--- src/pes_pkg.sv ---
// Constants, types and register map of the precise exception sequencer
// Notes on behaviour
// - Synchronous exceptions are taken in program order despite out-of-order detection.
// - Only the oldest unfinished instruction may raise an exception that is taken.
// - At most one precise exception is reported at a time.
// - Several conditions on one instruction are served one by one, first detected first.
// - Detection positions one to five: trace, fetch check, I-bus break, emulation, FP off.
// - Position six holds five mutually exclusive causes; at most one per instruction; more are served in order and flagged.
// - Then FP assist (FPU or store), load/store check, FP assist on load, L-bus break.
// - Trace lets one instruction finish, then traps first on the next one.
// - Resume address names the restart point; older done, younger not done.
// - Resume address is the excepting instruction or the next, by cause.
// - Saved status is 32 bits, saved on exception; its lower half is restored into machine state on return.
// - Alignment faults record the offending data address in a 32-bit register.
// - Saved status upper half gets cause information, lower half machine state.
// - Reset clears machine state except the strapped prefix bit.
// - Every exception copies the exception-endian bit into the little-endian bit.
// - Vector is offset plus base zero, or 0xfff00000 when prefix bit set.
// - Machine state lower half is saved before the first handler instruction.
package pes_pkg;

  // Register map, byte addresses of 32-bit words
  localparam int              ADDR_W       = 8;
  localparam logic [ADDR_W-1:0] OFF_MSTATE  = 8'h00;
  localparam logic [ADDR_W-1:0] OFF_RESUME  = 8'h04;
  localparam logic [ADDR_W-1:0] OFF_SAVED   = 8'h08;
  localparam logic [ADDR_W-1:0] OFF_FAULT   = 8'h0c;
  localparam logic [ADDR_W-1:0] OFF_IRQ_ST  = 8'h10;
  localparam logic [ADDR_W-1:0] OFF_IRQ_EN  = 8'h14;
  localparam logic [ADDR_W-1:0] OFF_IRQ_CLR = 8'h18;
  localparam logic [ADDR_W-1:0] OFF_CAUSE   = 8'h1c;

  // Machine state bit indices; bit 0 of the big-endian numbering is index 31
  localparam int MS_ILE = 16;
  localparam int MS_EE  = 15;
  localparam int MS_ME  = 12;
  localparam int MS_SE  = 10;
  localparam int MS_IP  = 6;
  localparam int MS_LE  = 0;
  localparam int LOW_W  = 16;

  // Writable machine state bits; reserved bits stay zero
  localparam logic [31:0] MS_WMASK = 32'h0001ff73;
  localparam logic [31:0] MS_RESET = 32'h00000000;

  // Vector bases and spacing of vector offsets
  localparam logic [31:0] VEC_BASE_LO = 32'h00000000;
  localparam logic [31:0] VEC_BASE_HI = 32'hfff00000;
  localparam logic [31:0] VEC_STEP    = 32'h00000100;

  // Causes, numbered in detection order
  localparam int NCOND = 14;
  localparam int CW    = 4;
  localparam logic [CW-1:0] C_TRACE    = 4'h0;
  localparam logic [CW-1:0] C_MC_FETCH = 4'h1;
  localparam logic [CW-1:0] C_IBRK     = 4'h2;
  localparam logic [CW-1:0] C_EMUL     = 4'h3;
  localparam logic [CW-1:0] C_FP_OFF   = 4'h4;
  localparam logic [CW-1:0] C_PRIV     = 4'h5;
  localparam logic [CW-1:0] C_ALIGN    = 4'h6;
  localparam logic [CW-1:0] C_FP_EN    = 4'h7;
  localparam logic [CW-1:0] C_SYSCALL  = 4'h8;
  localparam logic [CW-1:0] C_TRAP     = 4'h9;
  localparam logic [CW-1:0] C_FPA_ST   = 4'ha;
  localparam logic [CW-1:0] C_MC_LS    = 4'hb;
  localparam logic [CW-1:0] C_FPA_LD   = 4'hc;
  localparam logic [CW-1:0] C_LBRK     = 4'hd;
  localparam int GRP6_LO = 5;
  localparam int GRP6_W  = 5;

  // Causes whose resume point is the following instruction
  localparam logic [NCOND-1:0] SAVE_NEXT = 14'h0100;

  // Interrupt status bits
  localparam int IRQ_W     = 3;
  localparam int IRQ_TAKEN = 0;
  localparam int IRQ_RET   = 1;
  localparam int IRQ_MULTI = 2;

  localparam logic [1:0] RESP_OKAY   = 2'b00;
  localparam logic [1:0] RESP_SLVERR = 2'b10;

  typedef enum logic [1:0] {
    ST_RUN  = 2'b01,
    ST_HOLD = 2'b10
  } pes_state_t;

endpackage

--- src/pes_prio_pick.sv ---
// Fixed priority picker: lowest set request index wins
`timescale 1ns/100ps
module pes_prio_pick #(
  parameter int N  = 14,
  parameter int IW = 4
) (
  input  wire logic [N-1:0]  req,    // Request vector, index 0 highest
  output logic               found,  // Any request set
  output logic [IW-1:0]      idx     // Index of winner
);

  if (N < 2 || (1 << IW) < N) begin : g_chk
    $error("pes_prio_pick: index width cannot cover N");
  end

  always_comb begin
    found = 1'b0;
    idx   = '0;
    for (int i = N - 1; i >= 0; i--) begin
      if (req[i]) begin
        found = 1'b1;
        idx   = IW'(i);
      end
    end
  end

endmodule

--- src/pes_top.sv ---
// Precise exception sequencer with AXI4-Lite register access
`timescale 1ns/100ps
module pes_top (
  input  wire logic                     aclk,          // Core clock
  input  wire logic                     aresetn,       // Synchronous reset, low
  input  wire logic [pes_pkg::ADDR_W-1:0] s_axi_awaddr, // Write address
  input  wire logic                     s_axi_awvalid, // Write address valid
  output logic                          s_axi_awready, // Write address ready
  input  wire logic [31:0]              s_axi_wdata,   // Write data
  input  wire logic [3:0]               s_axi_wstrb,   // Write byte enables
  input  wire logic                     s_axi_wvalid,  // Write data valid
  output logic                          s_axi_wready,  // Write data ready
  output logic [1:0]                    s_axi_bresp,   // Write response
  output logic                          s_axi_bvalid,  // Write response valid
  input  wire logic                     s_axi_bready,  // Write response ready
  input  wire logic [pes_pkg::ADDR_W-1:0] s_axi_araddr, // Read address
  input  wire logic                     s_axi_arvalid, // Read address valid
  output logic                          s_axi_arready, // Read address ready
  output logic [31:0]                   s_axi_rdata,   // Read data
  output logic [1:0]                    s_axi_rresp,   // Read response
  output logic                          s_axi_rvalid,  // Read data valid
  input  wire logic                     s_axi_rready,  // Read data ready
  input  wire logic                     head_valid,    // Oldest unretired instruction present
  input  wire logic [31:0]              head_pc,       // Its address
  input  wire logic [31:0]              head_next_pc,  // Address of the one after it
  input  wire logic [pes_pkg::NCOND-1:1] head_cond,    // Its detected conditions
  input  wire logic [15:0]              head_info,     // Cause specific status bits
  input  wire logic [31:0]              head_ea,       // Its data address
  input  wire logic                     head_retire,   // It retired without exception
  input  wire logic                     flush_ack,     // Pipeline flushed after take
  input  wire logic                     rfi_exec,      // Return from exception executes
  input  wire logic                     cfg_prefix,    // Config word prefix bit at reset
  output logic                          exc_take,      // Exception taken, pulse
  output logic [pes_pkg::CW-1:0]        exc_cause,     // Cause of that exception
  output logic [31:0]                   exc_vector,    // Handler fetch address
  output logic                          redirect,      // Return redirect, pulse
  output logic [31:0]                   redirect_pc,   // Return fetch address
  output logic                          le_mode,       // Little-endian mode bit
  output logic                          irq            // Level interrupt
);

  typedef struct packed {
    pes_pkg::pes_state_t            st;
    logic [31:0]                    machine_state;
    logic [31:0]                    resume_address_reg;
    logic [31:0]                    saved_machine_status;
    logic [31:0]                    fault_data_address;
    logic [pes_pkg::IRQ_W-1:0]      irq_st;
    logic [pes_pkg::IRQ_W-1:0]      irq_en;
    logic [pes_pkg::NCOND-1:0]      served;
    logic                           trace_pend;
    logic                           exc_take;
    logic [pes_pkg::CW-1:0]         exc_cause;
    logic [31:0]                    exc_vec;
    logic                           redir;
    logic [31:0]                    redir_pc;
    logic                           irq;
    logic                           aw_have;
    logic [pes_pkg::ADDR_W-1:0]     aw_addr;
    logic                           w_have;
    logic [31:0]                    w_data;
    logic [3:0]                     w_strb;
    logic                           awready;
    logic                           wready;
    logic                           bvalid;
    logic [1:0]                     bresp;
    logic                           arready;
    logic                           rvalid;
    logic [31:0]                    rdata;
    logic [1:0]                     rresp;
  } pes_regs_t;

  pes_regs_t s_r;
  pes_regs_t s_nxt;

  logic [pes_pkg::NCOND-1:0] avail;
  logic                      found;
  logic [pes_pkg::CW-1:0]    pick;
  logic                      take;

  function automatic logic [31:0] merge(input logic [31:0] old, input logic [31:0] d,
                                        input logic [3:0] strb);
    logic [31:0] r;
    r = old;
    for (int b = 0; b < 4; b++) begin
      if (strb[b]) begin
        r[b*8 +: 8] = d[b*8 +: 8];
      end
    end
    return r;
  endfunction

  // Trace sits at position one, ahead of all conditions of the same instruction
  assign avail = {head_cond, s_r.trace_pend} & ~s_r.served;

  pes_prio_pick #(
    .N  (pes_pkg::NCOND),
    .IW (pes_pkg::CW)
  ) u_pick (
    .req   (avail),
    .found (found),
    .idx   (pick)
  );

  // Only the head of the history buffer may trap, so older work is done first
  assign take = (s_r.st == pes_pkg::ST_RUN) && head_valid && found && !rfi_exec;

  always_comb begin
    logic [31:0]               base;
    logic [pes_pkg::ADDR_W-1:0] ra;
    base = '0;
    ra   = '0;
    s_nxt = s_r;
    s_nxt.exc_take = 1'b0;
    s_nxt.redir    = 1'b0;

    // Software register writes; hardware updates below override them
    if (s_r.aw_have && s_r.w_have && !s_r.bvalid) begin
      s_nxt.aw_have = 1'b0;
      s_nxt.w_have  = 1'b0;
      s_nxt.bvalid  = 1'b1;
      s_nxt.bresp   = pes_pkg::RESP_OKAY;
      case (s_r.aw_addr)
        pes_pkg::OFF_MSTATE: begin
          s_nxt.machine_state = merge(s_r.machine_state, s_r.w_data, s_r.w_strb) & pes_pkg::MS_WMASK;
        end
        pes_pkg::OFF_RESUME: begin
          s_nxt.resume_address_reg = merge(s_r.resume_address_reg, s_r.w_data, s_r.w_strb);
        end
        pes_pkg::OFF_SAVED: begin
          s_nxt.saved_machine_status = merge(s_r.saved_machine_status, s_r.w_data, s_r.w_strb);
        end
        pes_pkg::OFF_FAULT: begin
          s_nxt.fault_data_address = merge(s_r.fault_data_address, s_r.w_data, s_r.w_strb);
        end
        pes_pkg::OFF_IRQ_EN: begin
          if (s_r.w_strb[0]) begin
            s_nxt.irq_en = s_r.w_data[pes_pkg::IRQ_W-1:0];
          end
        end
        pes_pkg::OFF_IRQ_CLR: begin
          if (s_r.w_strb[0]) begin
            s_nxt.irq_st = s_r.irq_st & ~s_r.w_data[pes_pkg::IRQ_W-1:0];
          end
        end
        pes_pkg::OFF_IRQ_ST, pes_pkg::OFF_CAUSE: begin
          s_nxt.bresp = pes_pkg::RESP_OKAY;
        end
        default: begin
          s_nxt.bresp = pes_pkg::RESP_SLVERR;
        end
      endcase
    end
    if (s_r.bvalid && s_axi_bready) begin
      s_nxt.bvalid = 1'b0;
    end
    if (s_axi_awvalid && s_r.awready) begin
      s_nxt.aw_have = 1'b1;
      s_nxt.aw_addr = {s_axi_awaddr[pes_pkg::ADDR_W-1:2], 2'b00};
    end
    if (s_axi_wvalid && s_r.wready) begin
      s_nxt.w_have = 1'b1;
      s_nxt.w_data = s_axi_wdata;
      s_nxt.w_strb = s_axi_wstrb;
    end

    // Register reads
    if (s_r.rvalid && s_axi_rready) begin
      s_nxt.rvalid = 1'b0;
    end
    if (s_axi_arvalid && s_r.arready) begin
      ra = {s_axi_araddr[pes_pkg::ADDR_W-1:2], 2'b00};
      s_nxt.rvalid = 1'b1;
      s_nxt.rresp  = pes_pkg::RESP_OKAY;
      case (ra)
        pes_pkg::OFF_MSTATE:  s_nxt.rdata = s_r.machine_state;
        pes_pkg::OFF_RESUME:  s_nxt.rdata = s_r.resume_address_reg;
        pes_pkg::OFF_SAVED:   s_nxt.rdata = s_r.saved_machine_status;
        pes_pkg::OFF_FAULT:   s_nxt.rdata = s_r.fault_data_address;
        pes_pkg::OFF_IRQ_ST:  s_nxt.rdata = 32'(s_r.irq_st);
        pes_pkg::OFF_IRQ_EN:  s_nxt.rdata = 32'(s_r.irq_en);
        pes_pkg::OFF_IRQ_CLR: s_nxt.rdata = 32'h00000000;
        pes_pkg::OFF_CAUSE:   s_nxt.rdata = {26'h0, s_r.st, s_r.exc_cause};
        default: begin
          s_nxt.rdata = 32'h00000000;
          s_nxt.rresp = pes_pkg::RESP_SLVERR;
        end
      endcase
    end

    // Exception sequencing
    case (s_r.st)
      pes_pkg::ST_RUN: begin
        if (rfi_exec) begin
          s_nxt.machine_state[pes_pkg::LOW_W-1:0] = s_r.saved_machine_status[pes_pkg::LOW_W-1:0] &
                                          pes_pkg::MS_WMASK[pes_pkg::LOW_W-1:0];
          s_nxt.redir    = 1'b1;
          s_nxt.redir_pc = s_r.resume_address_reg;
          s_nxt.irq_st[pes_pkg::IRQ_RET] = 1'b1;
        end else if (take) begin
          s_nxt.st        = pes_pkg::ST_HOLD;
          s_nxt.exc_take  = 1'b1;
          s_nxt.exc_cause = pick;
          s_nxt.resume_address_reg      = pes_pkg::SAVE_NEXT[pick] ? head_next_pc : head_pc;
          s_nxt.saved_machine_status      = {head_info, s_r.machine_state[pes_pkg::LOW_W-1:0]};
          if (pick == pes_pkg::C_ALIGN) begin
            s_nxt.fault_data_address = head_ea;
          end
          s_nxt.machine_state[pes_pkg::MS_LE] = s_r.machine_state[pes_pkg::MS_ILE];
          base = s_r.machine_state[pes_pkg::MS_IP] ? pes_pkg::VEC_BASE_HI : pes_pkg::VEC_BASE_LO;
          s_nxt.exc_vec = base + pes_pkg::VEC_STEP * (32'(pick) + 32'h1);
          s_nxt.served[pick] = 1'b1;
          if (pick == pes_pkg::C_TRACE) begin
            s_nxt.trace_pend = 1'b0;
          end
          s_nxt.irq_st[pes_pkg::IRQ_TAKEN] = 1'b1;
        end else if (head_valid && head_retire) begin
          // Next instruction starts with a clean slate
          s_nxt.served = '0;
          // The instruction just finished ran untraced; the next one traps
          if (s_r.machine_state[pes_pkg::MS_SE]) begin
            s_nxt.trace_pend = 1'b1;
          end
        end
      end
      pes_pkg::ST_HOLD: begin
        // Nothing else is reported until the pipeline has flushed
        if (flush_ack) begin
          s_nxt.st = pes_pkg::ST_RUN;
        end
      end
      default: begin
        s_nxt.st = pes_pkg::ST_RUN;
      end
    endcase

    // Position six causes exclude each other; more than one is flagged
    if (head_valid && $countones(head_cond[pes_pkg::GRP6_LO +: pes_pkg::GRP6_W]) > 1) begin
      s_nxt.irq_st[pes_pkg::IRQ_MULTI] = 1'b1;
    end

    s_nxt.irq     = |(s_nxt.irq_st & s_nxt.irq_en);
    s_nxt.awready = !s_nxt.aw_have && !s_nxt.bvalid;
    s_nxt.wready  = !s_nxt.w_have && !s_nxt.bvalid;
    s_nxt.arready = !s_nxt.rvalid;

    if (!aresetn) begin
      s_nxt = '0;
      s_nxt.st  = pes_pkg::ST_RUN;
      s_nxt.machine_state = pes_pkg::MS_RESET;
      // Prefix bit follows the strapped config word while reset is held
      s_nxt.machine_state[pes_pkg::MS_IP] = cfg_prefix;
    end
  end

  always_ff @(posedge aclk) begin
    s_r <= s_nxt;
  end

  assign s_axi_awready = s_r.awready;
  assign s_axi_wready  = s_r.wready;
  assign s_axi_bvalid  = s_r.bvalid;
  assign s_axi_bresp   = s_r.bresp;
  assign s_axi_arready = s_r.arready;
  assign s_axi_rvalid  = s_r.rvalid;
  assign s_axi_rdata   = s_r.rdata;
  assign s_axi_rresp   = s_r.rresp;
  assign exc_take      = s_r.exc_take;
  assign exc_cause     = s_r.exc_cause;
  assign exc_vector    = s_r.exc_vec;
  assign redirect      = s_r.redir;
  assign redirect_pc   = s_r.redir_pc;
  assign le_mode       = s_r.machine_state[pes_pkg::MS_LE];
  assign irq           = s_r.irq;
endmodule

--- config.mk ---
export PLATFORM = sky130hd
export DESIGN_NAME = pes_top
export DESIGN_NICKNAME = d
export VERILOG_FILES = /design/src/pes_pkg.sv /design/src/pes_prio_pick.sv /design/src/pes_top.sv
export SDC_FILE = /design/constraint.sdc
export NUM_CORES = 1
export LEC_CHECK = 0
export BUFFER_PORTS_ARGS = -buffer_cell sky130_fd_sc_hd__buf_2
export CAP_MARGIN = 40
export CELL_PAD_IN_SITES_DETAIL_PLACEMENT = 1
export CELL_PAD_IN_SITES_GLOBAL_PLACEMENT = 1
export CORE_MARGIN = 10
export CORE_UTILIZATION = 37
export CTS_CLUSTER_DIAMETER = 40
export DETAILED_ROUTE_END_ITERATION = 12
export GPL_ROUTABILITY_DRIVEN = 0
export MAX_ROUTING_LAYER = met4
export PLACE_DENSITY_LB_ADDON = 0.1
export SETUP_SLACK_MARGIN = 0.2
export SYNTH_ARGS = -nofsm -noshare
export SYNTH_HDL_FRONTEND = slang
export SYNTH_SLANG_ARGS = --single-unit
--- constraint.sdc ---
create_clock -name aclk -period 2 [get_ports aclk]
set_input_delay 0.2 -clock aclk [delete_from_list [all_inputs] [get_ports aclk]]
set_output_delay 0.2 -clock aclk [all_outputs]
set_load 0.01 [all_outputs]
# --- After elaboration in Yosys (flattened, before gate mapping) ---
# Memories as Yosys holds them, arrays and structs flattened.
# Cells that the tools add are included.
# W data, S select, Z words.
word_totals:
  ff_bits: 292
  rom_bits: 16
  in_bits: 189
  out_inout_bits: 113
  memories: 1
memory_table:
  columns: ["name", "depth", "word_bits", "rd", "rd_clocked_by_memory_dff", "wr", "line_no", "rtl"]
  rows:
  - ["(no name shown)", 16, 1, 1, 0, 0, "pes_top.sv:204", "s_nxt.resume_address_reg = pes_pkg::SAVE_NEXT[pick] ? head_next_pc : head_pc;"]
classes:
  addsub: 6
  magnitude_cmp: 3
  n_eq_ne: 21
  n_mux: 91
  n_bitwise: 9
  reduce_logical: 37
ops:
  columns: ["cell", "n"]
  rows:
  - ["$mux W282", 1]
  - ["$pmux W32 S7", 1]
  - ["$mux W32", 6]
  - ["$mux W118", 1]
  - ["$mux W112", 1]
  - ["$mux W8", 13]
  - ["$mux W97", 1]
  - ["$mux W96", 1]
  - ["$mux W85", 1]
  - ["$mux W37", 2]
  - ["$mux W4", 14]
  - ["$mux W52", 1]
  - ["$eq A6 B3 Y1 const B", 8]
  - ["$mux W15", 3]
  - ["$mux W35", 1]
  - ["$mux W33", 1]
  - ["$add A32 B13 Y32", 1]
  - ["$mux W1", 27]
  - ["$eq A6 B2 Y1 const B", 4]
  - ["$mux W16", 1]
  - ["$reduce_or A8 Y1", 2]
  - ["$logic_and A1 B1 Y1", 15]
  - ["$mux W3", 5]
  - ["$and A14 B14 Y14", 1]
  - ["other kinds (32)", 55]

# --- Logic depth before layout (Yosys ltp) ---
# Gate-level depths: netlist (run 1).
depth:
  depth_word: 25
  ltp_mapped: 11
  depth_no_buf: 9

# --- Modules after synthesis ---
# Synthesis (run 1) repeated with hierarchy kept, for this count alone.
hier_totals:
  cells_unflattened: 1444
  hier_area_um2: 12612.1
modules_own_cells:
  columns: ["mod", "instances", "cells_per_inst", "area_per_inst_um2"]
  rows:
  - ["pes_top", 1, 1418, 12443.2]
  - ["pes_prio_pick", 1, 26, 168.9]

# --- Least setup slack after synthesis (run 1) ---
# Ideal clock, no wire load.
synth_path:
  path_type: "register -> register"
  start: "register s_r[170] in the netlist's numbering"
  end: "register s_r[245] in the netlist's numbering"
  setup_time_ps: 133
  t_arrival_ps: 2078
  required_time_ps: 1867
  path_slack_ps: -210
  path_stages_with_launch: 12
  n_path_buf: 2
  period_less_slack_ps: 2210
  path_cell_list: "dfxtp_1 > nand2b_1 > a221oi_1 > o31a_1 > o31a_1 > inv_1 > ha_1 > and3_1 > buf_2 > buf_4 > mux2i_1 > a21oi_1"
synth_via:
  elab_chain_len: 20
  elab_cells_between_ends: 34
synth_rtl:
  columns: ["item", "line_no", "rtl"]
  rows:
  - ["start, declared", "pes_top.sv:73", "pes_regs_t s_r;"]
  - ["start signal, assigned", "pes_top.sv:257", "s_r <= s_nxt;"]
  - ["$not A14 Y14", "pes_top.sv:94", "assign avail = {head_cond, s_r.trace_pend} & ~s_r.served;"]
  - ["$and A14 B14 Y14", "pes_top.sv:94", null]
  - ["$mux W4 (12 in a row)", "pes_prio_pick.sv:20", "if (req[i]) begin"]
  - ["named net pick, one bit", "pes_top.sv:78", "logic [pes_pkg::CW-1:0] pick;"]
  - ["$mem_v2 Z16 W1", null, null]
  - ["$mux W1 (implied by the code)", "pes_top.sv:204", null]
  - ["$mux W32", "pes_top.sv:204", null]
  - ["$mux W97", "pes_top.sv:200", "end else if (take) begin"]
  - ["$mux W96", "pes_top.sv:194", "if (rfi_exec) begin"]
  - ["$mux W112", "pes_top.sv:192", "case (s_r.st)"]
# The timed path passes the listed nets, and every way through them passes these cells. The select of a mux whose other input is x is not followed.
# A chain may end at the register's enable or synchronous reset.

# --- Final worst setup path (run 1) ---
layout_path:
  start: "register s_r[170] in the netlist's numbering"
  end: "register s_r[246] in the netlist's numbering"
# Same word-level chain as after synthesis.

==> results by group, run 1 <==
Route
  – Mean routed wirelength per cell: 22.6 um
  – # DRC: 0
  – WL final: 53,400 um
  – DRT Pass-1 Iters: 4
  – Vias per cell: 5.17
  – Drt first-iter violations: 549
  – Remaining antenna violation count: 0
  – Vias post-DR: 12,187

Logic synthesis
  – Post-synthesis cell type count: between 60 and 70
  – Synth Flop Type: dfxtp_1
  – EDFF count, synth: 0
  – Avg Inst Size Synth: between 9 and 10 um2
  – Post-synth top area share: 40.7%
  – Count leader, synth: dfxtp_1
  – Ys async rst share: 0%
  – Mapped cell area: around 0.013 mm2
  – Synthesized flop and latch total: 264
  – Register area share after synthesis: between 40% and 50%
  – Top post-synthesis cells by count: dfxtp_1 (264), nand2_1 (234), mux2i_1 (121)
  – Synth warnings: 0
  – Synth Instances: about 1,400
  – Synth area leaders: dfxtp_1 (41%), mux2i_1 (9.3%), nand2_1 (6.8%)
  – Synth area leader: dfxtp_1

Die
  – Core ar.: 0.0346 mm2
  – Die height: between 200 and 250 um
  – Die area: between 0.04 and 0.05 mm2
  – Initial Util: a little under two fifths
  – # rows: 68
  – Ports: between 300 and 400
  – Die width: 207 um

Setup path
  – R2R setup slack: -300 ps
  – Crit-path max FO: 6
  – CP required: about 2400 ps
  – Crit Path Class: reg -> reg
  – Critical Path Source Type: flip-flop
  – Critical Path AT: between 2000 and 3000 ps
  – CP Capture Type: flip-flop

Clock network
  – CTS Buffer Depth: 3
  – Worst-Skew Late Latency: 550 ps
  – CTS Buf Count: 48
  – CTS root buf: clkbuf_16
  – H-tree depth: 2
  – CTS tree: built
  – Clock tree sinks: 264
  – Clk slew on worst S/H paths: 60 ps

GRT
  – GR Util All Layers: 23.5%
  – Initial antenna violation count: 3
  – GRT overflow: 0
  – First-pass GRT wire length: roughly 79,000 um
  – Number of global-route vias before repair: 13,456
  – Largest net degree at the start of global routing: 83

Timing
  – Setup Skew: about 24 ps
  – Slew Limit Fails: 0
  – Final hold viol count: 0
  – Fin Setup TNS: -14,720 ps
  – Tmin final: 2300 ps
  – Least-Margin Pin Slew: 611 ps
  – PnR worst setup slack: -302 ps
  – RSZ-0062 raised after global routing: true
  – Fmax: 434 MHz
  – Endpoints failing setup: between 100 and 150
  – Rel. slew slack: 58.9%
  – Period utilisation layout: 115%

Final layout
  – Share of cells above drive strength 1: 36.2%
  – Area Overhead vs Synth: 50.0%
  – FILL cells: between 3,000 and 4,000
  – Finished Core Util: 56.2%
  – # nets final: 2,053

Power
  – Peak supply drop: between 0.6 and 0.7 mV
  – Leakage: between 0.008 and 0.009 uW
  – PD cells: 847 mW/mm2

Run status
  – Failing checks: negative setup slack
  – Status: finished with violations

Placement
  – Dpl ws: -230 ps
  – Dpl hpwl: 33,600 um
  – PortBufs: 280

Flow run
  – Max-cap violations: 0

Hold path
  – HP Class: in -> reg
-- kinds of logic (layout without fill, tap and decap cells) --
family                   after synthesis  in the layout  share of synthesized area [%]
multiplexers                         184            184                           15.7
adder cells (fa/ha/maj)                6              6                          0.636
other                                  1             21                         0.0289
AND/OR/NAND/NOR                      385            385                           14.8
XOR/XNOR                               1              1                         0.0675
buffers and inverters                206            676                           9.11
flip-flops                           264            264                           40.7
AO/OA/AOI/OAI                        365            365                           19.0
-- state kept, by name, summed over array words and instances, names as in the netlist, 4 cells and up --
| signal | cells |
|---|---|
| redirect_pc | 32 |
| exc_cause | 4 |
| s_r | 179 |
| exc_vector | 6 |
| s_axi_rdata | 32 |
-- through the flow --
| step | std cells | total power (uW) | hold WS [ps] | instance area, um2 |
|---|---|---|---|---|
| floorplan | 1428 | 6610 | 345 | 13200 |
| global placement | 2066 | 7260 | 434 | 15100 |
| detailed placement | 2066 | 7300 | 445 | 15100 |
| CTS | 2328 | 16500 | 0.214 | 18900 |
| global route | 2356 | 17100 | 21.1 | 19500 |
| finish | 2357 | 16500 | 16.4 | 19500 |
-- final cells by class --
| type | count | area [um2] | area share, % |
|---|---|---|---|
| Antenna cell | 4 | 10.0 | 0.0514 |
| Inverter | 9 | 33.8 | 0.173 |
| Sequential cell | 264 | 5310 | 27.2 |
| Timing Repair Buffer | 577 | 4710 | 24.2 |
| Multi-Input combinational cell | 958 | 7100 | 36.4 |
| Clock inverter | 27 | 374 | 1.92 |
| Clock buffer | 63 | 1380 | 7.08 |
| Tap cell | 455 | 569 | 2.92 |
-- cells in the final DEF (no fill, tap or decap), types with 54 or more instances in the layout --
cell type / count
a21oi_1: 71
dfxtp_1: 251
clkbuf_16: 55
buf_2: 279
o21ai_0: 54
a21boi_0: 79
mux2i_1: 109
nand2_1: 230
buf_4: 79
dlygate4sd3_1: 154
-- report_power, final --
group / internal [uW] / total, uW / leakage (uW) / switching (uW)
clock: 5890 / 8750 / 0.000864 / 2860
combinational: 1050 / 2070 / 0.00589 / 1020
sequential: 5490 / 5690 / 0.00216 / 201
-- metal layers --
| layer | vias up | track usage, % | part of all wire, % |
|---|---|---|---|
| met5 | - | - | 0 |
| met4 | 0 | 4.77 | 1.6 |
| met3 | 60 | 4.38 | 4.9 |
| met2 | 290 | 41.3 | 51 |
| met1 | 6065 | 27.5 | 43 |
| li1 | 5772 | - | - |
-- what timing repair did --
item	in CTS	in global routing
endpoints found under the hold margin	121	1
hold buffers	152	2
cloned	6	7
pin swaps	36	52
gates resized for setup	66	72
endpoints found under the setup margin	142	143
buffers inserted	14	16
-- worst paths after layout --
path	startpoint	endpoint	cells after the start
max	s_r[170]	s_r[246]	11
min	s_axi_awvalid	s_r[82]	3
max reg2reg	s_r[170]	s_r[246]	11
min reg2reg	s_axi_rdata[2]	s_axi_rdata[2]	2
-- worst max-delay path, stage by stage (launching register included) --
cell and delay, ps:
dfxtp_2 330, nand2b_4 120, a221oi_2 50, o31a_1 270, o31a_1 290, inv_2 100
ha_4 130, and3_4 260, buf_4 190, clkbuf_16 160, mux2i_1 200, a21oi_1 80
Note: power is estimated with default switching activity, not from simulation.
==> run 2: changes to the inputs <==
--- a/config.mk
+++ b/config.mk
@@ -10,7 +10,7 @@
 export CELL_PAD_IN_SITES_DETAIL_PLACEMENT = 1
 export CELL_PAD_IN_SITES_GLOBAL_PLACEMENT = 1
 export CORE_MARGIN = 10
-export CORE_UTILIZATION = 37
+export CORE_UTILIZATION = 36
 export CTS_CLUSTER_DIAMETER = 40
 export DETAILED_ROUTE_END_ITERATION = 12
 export GPL_ROUTABILITY_DRIVEN = 0
@@ -19,4 +19,5 @@
 export SETUP_SLACK_MARGIN = 0.2
 export SYNTH_ARGS = -nofsm -noshare
 export SYNTH_HDL_FRONTEND = slang
+export SYNTH_HIERARCHICAL = 1
 export SYNTH_SLANG_ARGS = --single-unit
==> constraint.sdc (replaced) <==
create_clock -name aclk -period 2 [get_ports aclk]
set_input_delay 0.2 -clock aclk [delete_from_list [all_inputs] [get_ports aclk]]
set_output_delay 0.2 -clock aclk [all_outputs]
set_load 0.02 [all_outputs]
==> results by group, run 2 <==
Final layout
  – Area Overhead vs Synth: 52.9%
  – Fin area: 0.0193 mm2
  – Post-Layout Cell Count: about 2,400
  – Max FFs per register: 179
  – Largest register by flop count: s_r
  – # nets final: 2,055
  – Share of cells above drive strength 1: 40.5%
  – Most common cell after layout, fill and taps aside: buf_2
  – Most frequent cells in the layout: buf_2 (279), dfxtp_1 (259), nand2_1 (189), a21oi_1 (178), dlygate4sd3_1 (122)

Power
  – PnR Total Power: 16,100 uW
  – Clk pwr share: 51.6%
  – PD cells: 835 mW/mm2
  – Psw: 4420 uW
  – Sw frac: 27.5%
  – Leakage: 0.00839 uW
  – Combinational power share: 13.0%
  – Flop pwr share: 35.4%
  – Peak supply drop: 0.653 mV
  – Internal power: 11,700 uW

Timing
  – Tmin final: 2630 ps
  – RSZ-0062 raised after global routing: true
  – Setup Skew: 18.8 ps
  – Least-Margin Pin Slew: between 700 and 800 ps
  – Slew Limit Fails: 0
  – Endpoints failing setup: 127
  – Fin Setup TNS: -56,770 ps
  – Final hold viol count: 0
  – Hold Worst Slack: 16.0 ps
  – Fmax: 380 MHz
  – PnR worst setup slack: -629 ps
  – Rel. slew slack: 48.8%
  – Period utilisation layout: 131%

Placement
  – Number of cells after detailed placement: 2,082
  – Dpl hpwl: ~34,000 um
  – PortBufs: 280
  – DP Area: 0.0145 mm2

Logic synthesis
  – Synth area leader: dfxtp_1
  – Synth area leaders: dfxtp_1 (42%), mux2i_1 (9.2%), a21oi_1 (8.2%)
  – Avg Inst Size Synth: 8.73 um2
  – Register area share after synthesis: 41.9%
  – Synth Instances: 1,444
  – Post-synthesis cell type count: 71
  – Top post-synthesis cells by count: dfxtp_1 (264), a21oi_1 (207), nand2_1 (197)
  – Synth warnings: 6
  – Ys async rst share: 0%
  – Synthesized flop and latch total: 264
  – Mapped cell area: between 0.01 and 0.015 mm2
  – EDFF count, synth: 0
  – Post-synth top area share: 41.9%
  – Count leader, synth: dfxtp_1
  – Synth Flop Type: dfxtp_1

Die
  – Initial Util: 36.5%
  – Die area: 0.0429 mm2
  – Die width: 207 um
  – Die height: 207 um
  – Core ar.: 0.0345 mm2
  – Ports: 302
  – # rows: 68

Setup path
  – Critical Path Source Type: flip-flop
  – Worst path cell trace: nor2b_4 -> nand2b_4 -> a221oi_2 -> nor4_1 -> o22ai_1 -> inv_1 -> buf_4 -> buf_6 -> ha_4 -> nand4_1 -> buf_6 -> buf_4 -> buf_16 -> o21ai_1 -> a21oi_1
  – Crit Path Class: reg -> reg
  – CP max stage delay: 340 ps
  – Bufs and invs on worst path: 6
  – Delay-heaviest family, CP: buffers and inverters
  – Critical Path AT: 3130 ps
  – CP required: between 2000 and 3000 ps
  – CP Capture Type: flip-flop
  – Crit-path max FO: 7
  – Critical path's slowest cell: dfxtp_2

GRT
  – First-pass GRT wire length: 82,500 um
  – GRT overflow: 0
  – Number of global-route vias before repair: 13,299
  – Initial antenna violation count: 7
  – Largest net degree at the start of global routing: 52
  – GR Util All Layers: 25.0%

Route
  – Remaining antenna violation count: 0
  – Drt first-iter violations: 712
  – Vias per cell: 5.36
  – # DRC: 0
  – DRT Pass-1 Iters: 5
  – WL final: 57,800 um
  – Vias post-DR: approximately 13,000
  – Mean routed wirelength per cell: roughly 24 um

Hold path
  – HP Class: in -> reg

Clock network
  – Clock tree sinks: 264
  – CTS root buf: clkbuf_16
  – Worst-Skew Late Latency: 590 ps
  – CTS Buf Count: 49
  – Clk slew on worst S/H paths: around 50 ps
  – CTS tree: built
  – H-tree depth: 2
  – CTS Buffer Depth: 3

Run status
  – Status: finished with violations
  – Failing checks: negative setup slack

Flow run
  – Max-cap violations: 0
## run 2: changes by cell type after synthesis, moves of 13 or more
cell | previous run | this run
a21boi_0 | 84 | 0
a21oi_1 | 81 | 207
a222oi_1 | 0 | 15
a22oi_1 | 22 | 3
and2_1 | 26 | 9
and3_1 | 7 | 29
buf_2 | 7 | 20
mux2_2 | 52 | 35
nand2_1 | 234 | 197
nor2_1 | 24 | 46
o211a_1 | 43 | 0
o21ai_0 | 60 | 108
## run 2: stage by stage
step                setup slack [ps]  utilization (%)
CTS                             -478             52.9
global route                    -813             55.8
floorplan                       -422                -
finish                          -629             55.8
detailed placement              -518             41.9
global placement                -444             41.9
## run 2: cells by family after synthesis
group           Yosys count  synth area share [%]
flops                   264                  41.9
mux                     152                  12.5
other cells               1                0.0297
buf+inv                 218                  10.2
compound gates          407                  18.2
fa+ha+maj                 6                 0.655
simple gates            394                  16.4
xor+xnor                  2                 0.139
## run 2: worst paths after layout
kind | slack (ps) | startpoint | endpoint | depth (start not counted)
worst min register to register | 450 | s_axi_rdata[19] | s_axi_rdata[19] | 2
worst min-delay path | 20 | head_pc[14] | s_r[257] | 4
worst max register to register | -630 | s_r[172] | s_r[181] | 15
worst max-delay path | -630 | s_r[172] | s_r[181] | 15
## run 2: repair_timing
item                                    4_1_cts  5_1_grt
hold buffers                                122        0
pin swaps                                    17       33
buffers inserted                             22       16
gates resized for setup                     155      163
endpoints found under the hold margin       108        0
endpoints found under the setup margin      131      136
cloned                                       10       12
## run 2: layer usage
metal  vias to the layer above  part of all wire, %  track usage [%]
li1                       5886                    -                -
met1                      6285                   44             30.3
met2                       401                   49             41.5
met3                        97                  5.1             4.71
met4                         0                  2.0             7.20
met5                         -                    0                -
## run 2: area by class of cell
type | instances | area, um2
diodes | 7 | 17.5
clock buffers | 58 | 1310
clock inverters | 33 | 338
fillers | 3868 | 15300
inverters | 12 | 47.5
multi-input cells | 978 | 7080
flip-flops and latches | 264 | 5290
well taps | 455 | 569
repair buffers | 555 | 4640
## run 2: tightest hold or removal path: cells and delay by family
family                 cells  cell delay, ps
AOI/OAI and AO/OA          2             150
muxes                      1             130
buffers and inverters      1              70
## run 2: power by group through the flow
stage	registers [uW]	clock network (uW)	logic, uW
3_5_place_dp	5790	0	1480
4_1_cts	5680	8410	1800
3_3_place_gp	5780	0	1460
6_report	5700	8310	2090
2_1_floorplan	5730	0	888
5_1_grt	5720	8670	2240
==> run 3: changes to the inputs <==
==> constraint.sdc (replaced) <==
create_clock -name aclk -period 2 [get_ports aclk]
set_input_delay 0.2 -clock aclk [delete_from_list [all_inputs] [get_ports aclk]]
set_output_delay 0.2 -clock aclk [all_outputs]
set_load 0.05 [all_outputs]
==> results by group, run 3 (synthesis gave the netlist of run 2 again) <==
Run status
  – Status: finished with violations
  – Failing checks: negative setup slack

Power
  – Flop pwr share: 35.1%
  – Sw frac: 27.0%
  – Peak supply drop: between 0.5 and 0.6 mV
  – PnR Total Power: 16,300 uW
  – Internal power: 11,900 uW
  – PD cells: 864 mW/mm2
  – Clk pwr share: 51.4%
  – Psw: approximately 4400 uW
  – Leakage: roughly 0.008 uW
  – Combinational power share: 13.4%

Route
  – WL final: 55,500 um
  – Vias post-DR: between 10,000 and 15,000
  – DRT Pass-1 Iters: 8
  – Remaining antenna violation count: 0
  – Vias per cell: 5.38
  – Mean routed wirelength per cell: 23.9 um
  – Drt first-iter violations: 626
  – # DRC: 0

GRT
  – GRT overflow: 0
  – Number of global-route vias before repair: 12,938
  – GRT Max-Usage Layer: met2
  – First-pass GRT wire length: 79,100 um
  – GR Layer Usage met1: between 20 and 30%
  – Initial antenna violation count: 5
  – GR Util All Layers: 23.8%
  – Largest net degree at the start of global routing: 58
  – Met3 usage: 4.32%
  – GR Util met2: 39.4%

Timing
  – Slew Limit Fails: 0
  – Setup Skew: 35.7 ps
  – RSZ-0062 raised after global routing: true
  – Tmin final: 2520 ps
  – Rel. slew slack: a little under three fifths
  – Least-Margin Pin Slew: 653 ps
  – Hold Worst Slack: 28.2 ps
  – Final hold viol count: 0
  – Fmax: 397 MHz
  – PnR worst setup slack: -519 ps
  – Period utilisation layout: 126%
  – Endpoints failing setup: 120

Final layout
  – Most common cell after layout, fill and taps aside: buf_2
  – Share of cells above drive strength 1: 39.6%
  – Most frequent cells in the layout: buf_2 (279), dfxtp_1 (258), nand2_1 (188), a21oi_1 (174), mux2i_1 (116)
  – Largest register by flop count: s_r
  – Fin area: 0.0188 mm2
  – Finished Core Util: 54.5%
  – Area Overhead vs Synth: 49.2%
  – # nets final: 2,020
  – Max FFs per register: 179

Clock network
  – CTS root buf: clkbuf_16
  – CTS Buf Count: 47
  – Clock tree sinks: 264
  – CTS Buffer Depth: 3
  – H-tree depth: 2
  – CTS tree: built
  – Clk slew on worst S/H paths: 50 ps
  – Worst-Skew Late Latency: 570 ps

Setup path
  – CP required: between 2000 and 2500 ps
  – Crit Path Class: reg -> reg
  – CP max stage delay: 330 ps
  – CP Capture Type: flip-flop
  – Critical Path Source Type: flip-flop
  – Bufs and invs on worst path: 4
  – Delay-heaviest family, CP: simple AND/OR/NAND/NOR gates
  – Critical path's slowest cell: dfxtp_2
  – Crit-path max FO: 5
  – Critical Path AT: 2950 ps
  – Worst path cell trace: nor2b_4 -> nor2_2 -> o31ai_2 -> a211oi_2 -> nor3_2 -> inv_2 -> ha_4 -> nand3b_1 -> buf_6 -> buf_12 -> buf_8 -> mux2_4 -> o21ai_2 -> a21oi_1

Flow run
  – Max-cap violations: 0

Die
  – Ports: 302
  – Initial Util: between 30% and 40%
  – Die height: slightly above 200 um
  – Die width: 207 um
  – Core ar.: 0.0345 mm2
  – # rows: 68
  – Die area: around 0.043 mm2

Placement
  – Dpl hpwl: roughly 34,000 um
  – Dpl ws: -523 ps
  – PortBufs: 280
  – DP Area: 0.0145 mm2

Hold path
  – HP Class: in -> reg
[run 3: cell count changes in the layout (fill, tap and decap cells not counted), moves of 5 or more]
| cell | delta |
|---|---|
| buf_16 | -5 |
| dlygate4sd3_1 | -22 |
| nand2_2 | -5 |
| nand2_4 | +6 |
| nor2_2 | +7 |
| nor2_4 | -7 |
| o21ai_0 | +5 |
| o21ai_1 | +13 |
| o21ai_2 | -17 |
[run 3: worst reg2reg max path, stage by stage, from the launching register on]
cell and delay, ps:
dfxtp_2 330, nor2b_4 130, nor2_2 60, o31ai_2 270, a211oi_2 110, nor3_2 250
inv_2 80, ha_4 160, nand3b_1 120, buf_6 180, buf_12 140, buf_8 100
mux2_4 300, o21ai_2 130, a21oi_1 50
[run 3: path summary, 6_finish.rpt]
check                        start              end  slack, ps  depth (start not counted)
setup / recovery          s_r[170]         s_r[249]       -520                         14
hold / removal    head_next_pc[18]         s_r[261]         30                          4
setup reg to reg          s_r[170]         s_r[249]       -520                         14
hold reg to reg    s_axi_rdata[16]  s_axi_rdata[16]        450                          2
[run 3: metal layers]
layer  part of all wire, %  vias up
met4                   1.8        0
met5                     0        -
met2                    47      444
met1                    45     6139
met3                   5.8       72
li1                      -     5828
[run 3: timing repair]
| item | CTS | global route |
|---|---|---|
| buffers inserted | 7 | 22 |
| endpoints found under the setup margin | 131 | 136 |
| cloned | 6 | 13 |
| hold buffers | 100 | 0 |
| gates resized for setup | 60 | 234 |
| hold endpoints to repair | 94 | 0 |
| pin swaps | 4 | 49 |
[run 3: area by class of cell]
cell class	instances	area, um2
clock buffer	59	1280
timing repair buffer	522	4220
sequential	264	5290
clock inverter	26	372
tap	455	569
fill	3922	15700
antenna	6	15.0
inverter	12	47.5
multi-input combinational	978	7020
[run 3: power by group through the flow]
| stage | Sequential [uW] | Clock (uW) | Combinational [uW] |
|---|---|---|---|
| finish | 5710 | 8360 | 2180 |
| global route | 5730 | 8760 | 2330 |
| CTS | 5690 | 8490 | 1870 |
| detailed placement | 5790 | 0 | 1640 |
| global placement | 5780 | 0 | 1620 |
| floorplan | 5750 | 0 | 1030 |
[run 3: metrics by stage]
stage	instances	TNS [ps]
3_5_place_dp	2083	-42800
3_3_place_gp	2082	-38100
5_1_grt	2321	-56020
4_1_cts	2281	-35930
6_report	2322	-38650
2_1_floorplan	1460	-18260
